===== src/core/pcp_pkg.sv =====
// constants, field layout and carrier types of the clock control block
// assumes a 20 MHz source clock on clk_i and a synchronous register port
package pcp_pkg;

    // register map, word index on the plain register port
    localparam logic [3:0] REG_PLL_CTRL_STATUS = 4'h0;
    localparam logic [3:0] REG_CLK_DIV_CTRL    = 4'h1;

    // pll_control_status fields
    localparam int PLL_LOCKED_BIT = 0;
    localparam int PLL_ENABLE_BIT = 1;
    localparam int PLL_RATE_BIT   = 2;

    // clock_divider_control fields
    localparam int          DIV_CHANGE_EN_BIT = 7;
    localparam logic [7:0]  DIV_UNLOCK_WORD   = 8'h80;
    localparam logic [3:0]  DIV_SEL_RESET     = 4'h0;
    localparam logic [3:0]  DIV_SEL_RESET_DIV8 = 4'h3;
    localparam logic [3:0]  DIV_SEL_MAX       = 4'h8;
    localparam logic [2:0]  DIV_CHANGE_WINDOW = 3'h4;

    // fuse codes
    localparam logic [3:0] SRC_EXT_CLOCK = 4'h0;
    localparam logic [3:0] SRC_PLL_RC    = 4'h3;
    localparam logic [3:0] SRC_PLL_EXT   = 4'h5;
    localparam logic [1:0] SUT_SHORT     = 2'h0;
    localparam logic [1:0] SUT_FAST      = 2'h1;
    localparam logic [1:0] SUT_SLOW      = 2'h2;

    // pll output rates in MHz, from a 1 MHz reference
    localparam logic [6:0] PLL_MHZ_HIGH = 7'h40;
    localparam logic [6:0] PLL_MHZ_LOW  = 7'h20;

    // timing
    localparam int CLK_HZ           = 20_000_000;
    localparam int CYC_PER_US       = CLK_HZ / 1_000_000;
    localparam int LOCK_TIME_US     = 100_000;
    localparam int LOCK_CYCLES      = LOCK_TIME_US * CYC_PER_US;
    localparam int SUT_FAST_US_X10  = 41_000;
    localparam int SUT_FAST_CYCLES  = SUT_FAST_US_X10 * CYC_PER_US / 10;
    localparam int SUT_SLOW_US      = 65_000;
    localparam int SUT_SLOW_CYCLES  = SUT_SLOW_US * CYC_PER_US;
    localparam int RESET_CK         = 14;
    localparam int WAKE_CK          = 6;
    localparam int CNT_W            = 21;

    typedef struct packed {
        logic [3:0] addr;
        logic [7:0] wdata;
        logic       wr;
        logic       rd;
    } pcp_bus_req_s;

    typedef struct packed {
        logic [3:0] clock_source;
        logic [1:0] startup_time;
        logic       clock_output;
        logic       divide_by_eight;
    } pcp_fuse_s;

endpackage


===== src/core/pcp_clock_ctrl.sv =====
// pll control, start-up delay, clock output buffer and system clock prescaler
// assumes fuses are stable while rst_i is high and the bus master obeys the
// one-cycle strobe protocol; the analogue pll and gating cells sit outside
//
// Contract
// - reserved pll register bits 7..3 read as zero.
// - rate select one gives 64 MHz, zero gives 32 MHz.
// - pll enable starts the pll and its rc reference oscillator.
// - pll enable reads one whenever the pll is the system clock source.
// - lock flag sets after the lock time once the pll is enabled.
// - clock source fuses 0000 select the external clock input.
// - start-up delay 6 CK from power-down, 14CK plus fuse-chosen extra from reset.
// - clock output fuse drives system clock on its pin, also in reset; here the pin is held high in reset.
// - clock output pin carries the divided system clock.
// - one prescaler divides processor, io, converter and flash clocks together.
// - divider change gives no glitch and no period shorter than both.
// - new rate starts after the old period ends, two edges meanwhile.
// - change enable updates only when all other bits are written zero.
// - change enable clears four cycles after setting or on select write.
// - rewriting change enable in its window neither extends nor clears it.
// - select resets to 0000, or 0011 with the divide-by-eight fuse.
// - select accepts any value at run time.
// - select n divides by two to the n, up to 256.
// - pll multiplies a 1 MHz rc-derived reference by 64.
//
// Local design decisions: the address-and-strobe port and the register addresses.
`timescale 1ns/1ns
`default_nettype none

module pcp_clock_ctrl #(
    parameter int LOCK_CYCLES     = pcp_pkg::LOCK_CYCLES,
    parameter int SUT_FAST_CYCLES = pcp_pkg::SUT_FAST_CYCLES,
    parameter int SUT_SLOW_CYCLES = pcp_pkg::SUT_SLOW_CYCLES
) (
    // clock and reset
    input  wire logic                 clk_i,
    input  wire logic                 rst_i,
    // register port
    input  wire pcp_pkg::pcp_bus_req_s bus_i,
    output logic [7:0]                rdata_o,
    // fuses and power-down wake request
    input  wire pcp_pkg::pcp_fuse_s   fuse_i,
    input  wire logic                 wake_i,
    // pll and oscillator control
    output logic                      pll_run_o,
    output logic                      rc_osc_run_o,
    output logic [6:0]                pll_freq_mhz_o,
    output logic                      pll_locked_o,
    output logic                      ext_clk_select_o,
    // system clock
    output logic                      sys_ready_o,
    output logic                      sys_tick_o,
    output logic                      clock_output_pin_o,
    output logic                      clock_output_oe_n_o
);

    typedef enum logic [1:0] {
        ST_RESET_WAIT,
        ST_RUN,
        ST_WAKE_WAIT
    } pcp_start_e;

    // fuse copies caught while reset is held
    pcp_pkg::pcp_fuse_s fuse_reg;

    // pll state
    logic                         pll_rate_reg;
    logic                         pll_en_reg;
    logic                         pll_lock_reg;
    logic [pcp_pkg::CNT_W-1:0]    lock_cnt_reg;
    logic [pcp_pkg::CNT_W-1:0]    lock_cnt_next;

    // prescaler state
    logic                         ce_reg;
    logic [2:0]                   ce_cnt_reg;
    logic [3:0]                   sel_reg;
    logic [3:0]                   sel_act_reg;
    logic [7:0]                   div_cnt_reg;

    // start-up state
    pcp_start_e                   st_reg;
    logic [pcp_pkg::CNT_W-1:0]    st_cnt_reg;

    // output flops
    logic [7:0]                   rdata_reg;
    logic                         tick_reg;
    logic                         clkout_reg;
    logic                         oe_n_reg;

    // decode
    wire logic wr_pll    = bus_i.wr && (bus_i.addr == pcp_pkg::REG_PLL_CTRL_STATUS);
    wire logic wr_div    = bus_i.wr && (bus_i.addr == pcp_pkg::REG_CLK_DIV_CTRL);
    wire logic rd_pll    = bus_i.rd && (bus_i.addr == pcp_pkg::REG_PLL_CTRL_STATUS);
    wire logic rd_div    = bus_i.rd && (bus_i.addr == pcp_pkg::REG_CLK_DIV_CTRL);
    wire logic pll_sys   = (fuse_reg.clock_source == pcp_pkg::SRC_PLL_RC) ||
                           (fuse_reg.clock_source == pcp_pkg::SRC_PLL_EXT);
    // enable already reads one in reset when the pll will clock the core
    wire logic pll_sys_fuse = (fuse_i.clock_source == pcp_pkg::SRC_PLL_RC) ||
                              (fuse_i.clock_source == pcp_pkg::SRC_PLL_EXT);
    wire logic ce_wbit   = bus_i.wdata[pcp_pkg::DIV_CHANGE_EN_BIT];
    // only the exact unlock word arms the change window
    wire logic ce_set    = wr_div && (bus_i.wdata == pcp_pkg::DIV_UNLOCK_WORD) && !ce_reg;
    wire logic sel_wr    = wr_div && ce_reg && !ce_wbit;
    wire logic ce_expire = ce_reg && (ce_cnt_reg == 3'h1);

    // pll enable is forced while the pll clocks the core
    wire logic pll_en_next = pll_sys ? 1'b1 :
                             wr_pll  ? bus_i.wdata[pcp_pkg::PLL_ENABLE_BIT] : pll_en_reg;
    wire logic pll_lock_hit = pll_en_reg && (lock_cnt_reg == LOCK_CYCLES[pcp_pkg::CNT_W-1:0]);
    assign lock_cnt_next = !pll_en_reg ? '0 :
                           pll_lock_hit ? lock_cnt_reg : lock_cnt_reg + 1'b1;

    // readback
    wire logic [7:0] pll_rd_word = {5'h00, pll_rate_reg, pll_en_reg, pll_lock_reg};
    wire logic [7:0] div_rd_word = {ce_reg, 3'h0, sel_reg};
    wire logic [7:0] rdata_next  = rd_pll ? pll_rd_word :
                                   rd_div ? div_rd_word : 8'h00;

    // reserved codes above 8 saturate at the slowest rate, divide by 256
    wire logic [3:0] sel_eff     = (sel_reg > pcp_pkg::DIV_SEL_MAX) ?
                                   pcp_pkg::DIV_SEL_MAX : sel_reg;
    wire logic [8:0] div_len     = 9'h001 << sel_eff;
    wire logic [8:0] act_len     = 9'h001 << sel_act_reg;
    wire logic       div_wrap    = (div_cnt_reg == 8'h00);
    // the old period always completes before the new length is taken
    wire logic [7:0] div_reload  = 8'(div_len - 9'h001);

    // start-up extra delay chosen by the start-up fuses
    wire logic [pcp_pkg::CNT_W-1:0] sut_extra =
        (fuse_reg.startup_time == pcp_pkg::SUT_FAST) ? SUT_FAST_CYCLES[pcp_pkg::CNT_W-1:0] :
        (fuse_reg.startup_time == pcp_pkg::SUT_SLOW) ? SUT_SLOW_CYCLES[pcp_pkg::CNT_W-1:0] :
        '0;
    wire logic [pcp_pkg::CNT_W-1:0] reset_len = pcp_pkg::CNT_W'(pcp_pkg::RESET_CK) + sut_extra;
    wire logic [pcp_pkg::CNT_W-1:0] wake_len  = pcp_pkg::CNT_W'(pcp_pkg::WAKE_CK);

    // fuses sampled during reset, the register reset values depend on them
    always_ff @(posedge clk_i) begin
        if (rst_i) begin
            fuse_reg <= fuse_i;
        end
    end

    // pll control
    always_ff @(posedge clk_i) begin
        if (rst_i) begin
            pll_rate_reg <= 1'b0;
            pll_en_reg   <= pll_sys_fuse;
            pll_lock_reg <= 1'b0;
            lock_cnt_reg <= '0;
        end else begin
            if (wr_pll) begin
                pll_rate_reg <= bus_i.wdata[pcp_pkg::PLL_RATE_BIT];
            end
            pll_en_reg   <= pll_en_next;
            lock_cnt_reg <= lock_cnt_next;
            pll_lock_reg <= pll_lock_hit;
        end
    end

    // change window of the prescaler select
    always_ff @(posedge clk_i) begin
        if (rst_i) begin
            ce_reg     <= 1'b0;
            ce_cnt_reg <= 3'h0;
        end else if (ce_set) begin
            ce_reg     <= 1'b1;
            ce_cnt_reg <= pcp_pkg::DIV_CHANGE_WINDOW;
        end else if (sel_wr || ce_expire) begin
            ce_reg     <= 1'b0;
            ce_cnt_reg <= 3'h0;
        end else if (ce_reg) begin
            ce_cnt_reg <= ce_cnt_reg - 3'h1;
        end
    end

    // prescaler select, reset value from the divide-by-eight fuse
    always_ff @(posedge clk_i) begin
        if (rst_i) begin
            sel_reg <= fuse_i.divide_by_eight ? pcp_pkg::DIV_SEL_RESET_DIV8 :
                                                 pcp_pkg::DIV_SEL_RESET;
        end else if (sel_wr) begin
            sel_reg <= bus_i.wdata[3:0];
        end
    end

    // one divider feeds every core clock, so they stay in step
    always_ff @(posedge clk_i) begin
        if (rst_i) begin
            div_cnt_reg <= 8'h00;
            sel_act_reg <= pcp_pkg::DIV_SEL_RESET;
        end else if (div_wrap) begin
            div_cnt_reg <= div_reload;
            sel_act_reg <= sel_eff;
        end else begin
            div_cnt_reg <= div_cnt_reg - 8'h01;
        end
    end

    // start-up delay after reset and after power-down wake
    // limitation: the wake delay is the short one for every clock source
    always_ff @(posedge clk_i) begin
        if (rst_i) begin
            st_reg     <= ST_RESET_WAIT;
            st_cnt_reg <= '0;
        end else begin
            case (st_reg)
                ST_RESET_WAIT: begin
                    if (st_cnt_reg + 1'b1 >= reset_len) begin
                        st_reg     <= ST_RUN;
                        st_cnt_reg <= '0;
                    end else begin
                        st_cnt_reg <= st_cnt_reg + 1'b1;
                    end
                end
                ST_RUN: begin
                    if (wake_i) begin
                        st_reg     <= ST_WAKE_WAIT;
                        st_cnt_reg <= '0;
                    end
                end
                ST_WAKE_WAIT: begin
                    if (st_cnt_reg + 1'b1 >= wake_len) begin
                        st_reg     <= ST_RUN;
                        st_cnt_reg <= '0;
                    end else begin
                        st_cnt_reg <= st_cnt_reg + 1'b1;
                    end
                end
                default: begin
                    st_reg     <= ST_RESET_WAIT;
                    st_cnt_reg <= '0;
                end
            endcase
        end
    end

    // output flops; in reset the pin is held high and does not toggle, while
    // its output enable already follows the clock output fuse
    always_ff @(posedge clk_i) begin
        if (rst_i) begin
            rdata_reg  <= 8'h00;
            tick_reg   <= 1'b1;
            clkout_reg <= 1'b1;
            oe_n_reg   <= !fuse_i.clock_output;
        end else begin
            rdata_reg  <= rdata_next;
            tick_reg   <= div_wrap;
            clkout_reg <= div_wrap;
            oe_n_reg   <= !fuse_reg.clock_output;
        end
    end

    assign rdata_o             = rdata_reg;
    assign pll_run_o           = pll_en_reg;
    assign rc_osc_run_o        = pll_en_reg;
    // the pll multiplies the 1 MHz rc reference by 64, halved on the low rate
    assign pll_freq_mhz_o      = pll_rate_reg ? pcp_pkg::PLL_MHZ_HIGH :
                                                pcp_pkg::PLL_MHZ_LOW;
    assign pll_locked_o        = pll_lock_reg;
    assign ext_clk_select_o    = (fuse_reg.clock_source == pcp_pkg::SRC_EXT_CLOCK);
    assign sys_ready_o         = (st_reg == ST_RUN);
    assign sys_tick_o          = tick_reg;
    assign clock_output_pin_o  = clkout_reg;
    assign clock_output_oe_n_o = oe_n_reg;

    // helper: cycles between divider wraps
    logic [8:0] gap_reg;
    always_ff @(posedge clk_i) begin
        if (rst_i) begin
            gap_reg <= 9'h001;
        end else begin
            gap_reg <= div_wrap ? 9'h001 : gap_reg + 9'h001;
        end
    end
endmodule

`default_nettype wire


===== config.mk =====
export PLATFORM = sky130hd
export DESIGN_NAME = pcp_clock_ctrl
export DESIGN_NICKNAME = d
export VERILOG_FILES = /design/src/core/pcp_pkg.sv /design/src/core/pcp_clock_ctrl.sv
export SDC_FILE = /design/constraint.sdc
export NUM_CORES = 1
export LEC_CHECK = 0
export ABC_AREA = 1
export BUFFER_PORTS_ARGS = -buffer_cell sky130_fd_sc_hd__buf_2
export CORE_UTILIZATION = 35
export DETAILED_ROUTE_END_ITERATION = 7
export HOLD_SLACK_MARGIN = 0.03
export MAX_ROUTING_LAYER = met4
export PLACE_DENSITY_LB_ADDON = 0.3
export SLEW_MARGIN = 0
export SYNTH_ARGS = -nofsm -noshare
export SYNTH_HDL_FRONTEND = slang
export SYNTH_SLANG_ARGS = --single-unit

===== constraint.sdc =====
create_clock -name clk_i -period 3.5 [get_ports clk_i]
set_input_delay 0 -clock clk_i [delete_from_list [all_inputs] [get_ports clk_i]]
set_output_delay 0 -clock clk_i [all_outputs]
set_load 0.05 [all_outputs]

==> reports/results.ini <==
[run_status]
status=complete, no violations

[critical_path]
critPathCaptureType=flip-flop
cp.buffers_inverters=2
crit_fanout=22
crit_chain=ha_1 -> nand3_2 -> nor2_2 -> nand3b_1 -> xnor2_1 -> ha_1 -> nand2_1 -> nor2_1 -> nand2_1 -> nor2_1 -> nand2_1 -> nor2_2 -> nand3_1 -> nand2_1 -> inv_1 -> nand2_1 -> nand2_1 -> nand2_1 -> nand2_4 -> o21ai_1 -> inv_1
critical_path.max_stage_delay_ns=0.41
reg2reg_slack_ns=0.41
cp_slowest_cell=dfxtp_1
cp-start-kind=flip-flop
worstReg2RegStart=st_cnt_reg[0]$_SDFFE_PP0P_
path_delay_family=simple AND/OR/NAND/NOR gates
required_ns=3.73
critPathArrivalTime_ns=3.32
crit_type=reg2reg
rr_endpoint=st_cnt_reg[0]$_SDFFE_PP0P_
crit_top_cell=nand2_1
rr_worst_depth=21

[cells_and_area]
stdcell_count=877
antenna_cells=0
finalNetCount=743
drive_gt1_share_pct=14.2
final_cell_mix=nand2_1, inv_1, nor2_1, dfxtp_1, a21oi_1
final_util_pct=41.9
synthToLayoutAreaGrowth_pct=17.0
final_common_cell=nand2_1

[power_and_ir_drop]
p_seq_share_pct=44.5
max-vdd-ir-drop_uv=193
power.net_switching_uw=580
swShare_pct=26.8
p_leak_nw=2.22
pwr-share-comb_pct=13.1
pwr-share-clk_pct=42.4
p_int_mw=1.59
power_density_nw_per_um2=410
p_total_mw=2.17

[route]
wl_per_cell_um=11.5
drc=0
ant_nets=0
vias=4094
drtIter0Drc=301
dr.pass1.iters=4
vias_per_cell=4.67
finalWirelength_mm=10.1

[sta]
fmax_ghz=0.324
period_share_pct=88.2
setup_viol=0
worst_slew_pin_slew_ns=0.681
finalSetupTns_ns=0
fin_skew_ns=0.00701
slew_headroom_pct=54.5
slew_viol_final=0
hold_violations=0
min_period_ns=3.09
layout_setup_ws_ns=0.413
rsz0062_at_grt=no

[placement]
hpwlAfterDp_mm=7.61
io_buffers=39
gp_congestion=0.944
place_ws_ns=0.276
dp_cells=844

[flow_run]
drv_cap=0

[hold_path]
hp-start=bus_i[2]
holdPathEnd=sel_reg[0]$_DFFE_PP_
min-delay-path-class=in2reg
hold_depth=3

[global_routing]
track_usage_pct=16.8
grt_pass1_wl_mm=17.1
grt_max_degree=44
grt_pass1_vias=3807
grt_overflow=0
antenna_found_initial=0

[clock_network]
root_buffer=clkbuf_16
cts_buffers=9
htree_levels=3
cts_buffer_depth=2
cts_tree=yes
clkSinkCount=77
clk_latency_ns=0.34
clk_pin_slew_ns=0.06

[die]
start_util_pct=35.8
die-area_sq_um=13400
io_pins=48
die_y_um=116
fp.coreArea_sq_um=12600
fp.dieW_um=116
num_rows=41

[logic_synthesis]
ys.flop_type=dfxtp_1
yosys_warnings=0
synth_cell_type_count=45
seq_area_frac_synth_pct=36.8
syn_area_sq_um=4520
async_flop_share_pct=0
synth-edff-count=12
syn_inst=646
avgSynthCellArea_sq_um=6.99
synth-seq-cells=77

[layer usage]
layer  track usage (%)  wire length (um)  vias to the layer above
met3              3.82               365                        7
met5                 -                 0                        -
li1                  -                 -                     2148
met1              20.3              4760                     1871
met4              5.63                82                        0
met2              27.5              4910                       68
[cells by family (layout without fill, tap and decap cells)]
group,count (synthesis),after routing,synth area share [%]
multiplexers,1,1,0.222
other,1,8,0.0830
XOR/XNOR,12,12,2.49
adder cells (fa/ha/maj),18,18,4.99
buffers and inverters,126,178,11.9
flip-flops,77,77,36.8
AND/OR/NAND/NOR,323,323,32.4
AO/OA/AOI/OAI,88,88,11.1
[stage by stage]
stage / instance area [sq um] / hold WS, ns
2_1_floorplan: 4540 / 0.0977
3_5_place_dp: 4820 / 0.180
3_3_place_gp: 4820 / 0.180
5_1_grt: 5280 / 0.0662
6_report: 5280 / 0.0499
4_1_cts: 5280 / 0.0467
[tightest hold or removal path: cells and delay by family]
kind,cells,cell delay (ns)
AOI/OAI and AO/OA,1,0.15
buffers and inverters,2,0.12
[worst max path at each step]
stage	start	endpoint	slack, ns	cells past startpoint
finish	st_cnt_reg[0]$_SDFFE_PP0P_	st_cnt_reg[0]$_SDFFE_PP0P_	0.41	21
global placement	st_cnt_reg[0]$_SDFFE_PP0P_	st_cnt_reg[0]$_SDFFE_PP0P_	0.45	21
global route	st_cnt_reg[0]$_SDFFE_PP0P_	st_cnt_reg[0]$_SDFFE_PP0P_	0.04	21
CTS	st_cnt_reg[0]$_SDFFE_PP0P_	st_cnt_reg[0]$_SDFFE_PP0P_	0.27	21
detailed placement	st_cnt_reg[0]$_SDFFE_PP0P_	st_cnt_reg[0]$_SDFFE_PP0P_	0.28	21
floorplan	st_cnt_reg[0]$_SDFFE_PP0P_	st_cnt_reg[0]$_SDFFE_PP0P_	0.87	22
[timing repair]
action,in CTS,in global routing
buffers inserted,0,0
hold endpoints to repair,18,0
setup endpoints to repair,0,20
hold buffers,17,0
resized for setup,0,1
[layout make-up]
cell class,count,area [sq um]
repair buffers,57,373
well taps,172,215
clock buffers,11,233
flip-flops and latches,77,1660
fillers,1302,7340
clock inverters,5,57.6
inverters,105,394
multi-input cells,450,2350
[cells in the mapped netlist, types with 3 or more instances]
| library cell | number | area [sq um] |
|---|---|---|
| a21oi_2 | 8 | 70.1 |
| edfxtp_1 | 12 | 360 |
| nand2_2 | 14 | 87.6 |
| nand4_1 | 13 | 81.3 |
| xnor2_1 | 6 | 52.6 |
| a21oi_1 | 49 | 245 |
| clkbuf_1 | 7 | 26.3 |
| o21ai_0 | 19 | 95.1 |
| nor2_2 | 6 | 37.5 |
| buf_4 | 11 | 82.6 |
| ha_1 | 18 | 225 |
| xor2_1 | 5 | 43.8 |
| or2_2 | 3 | 18.8 |
| dfxtp_1 | 65 | 1300 |
| nand2_1 | 149 | 559 |
| nor2_1 | 71 | 267 |
| inv_1 | 103 | 387 |
| nor3_1 | 16 | 80.1 |
| buf_6 | 3 | 33.8 |
| nand3_1 | 29 | 145 |
| nor4_1 | 3 | 18.8 |
| nor2_4 | 4 | 45.0 |
| nand3b_1 | 5 | 37.5 |
[power by group through the flow]
stage                     logic (mW)  clock network [mW]  registers (mW)
after floorplan                0.201                   0           0.995
after global placement         0.264                   0           0.984
after detailed placement       0.268                   0           0.985
after CTS                      0.283               0.949           0.966
after global routing           0.322               0.988           0.970
final                          0.283               0.919           0.965
Note: power is estimated with default switching activity, not from simulation.
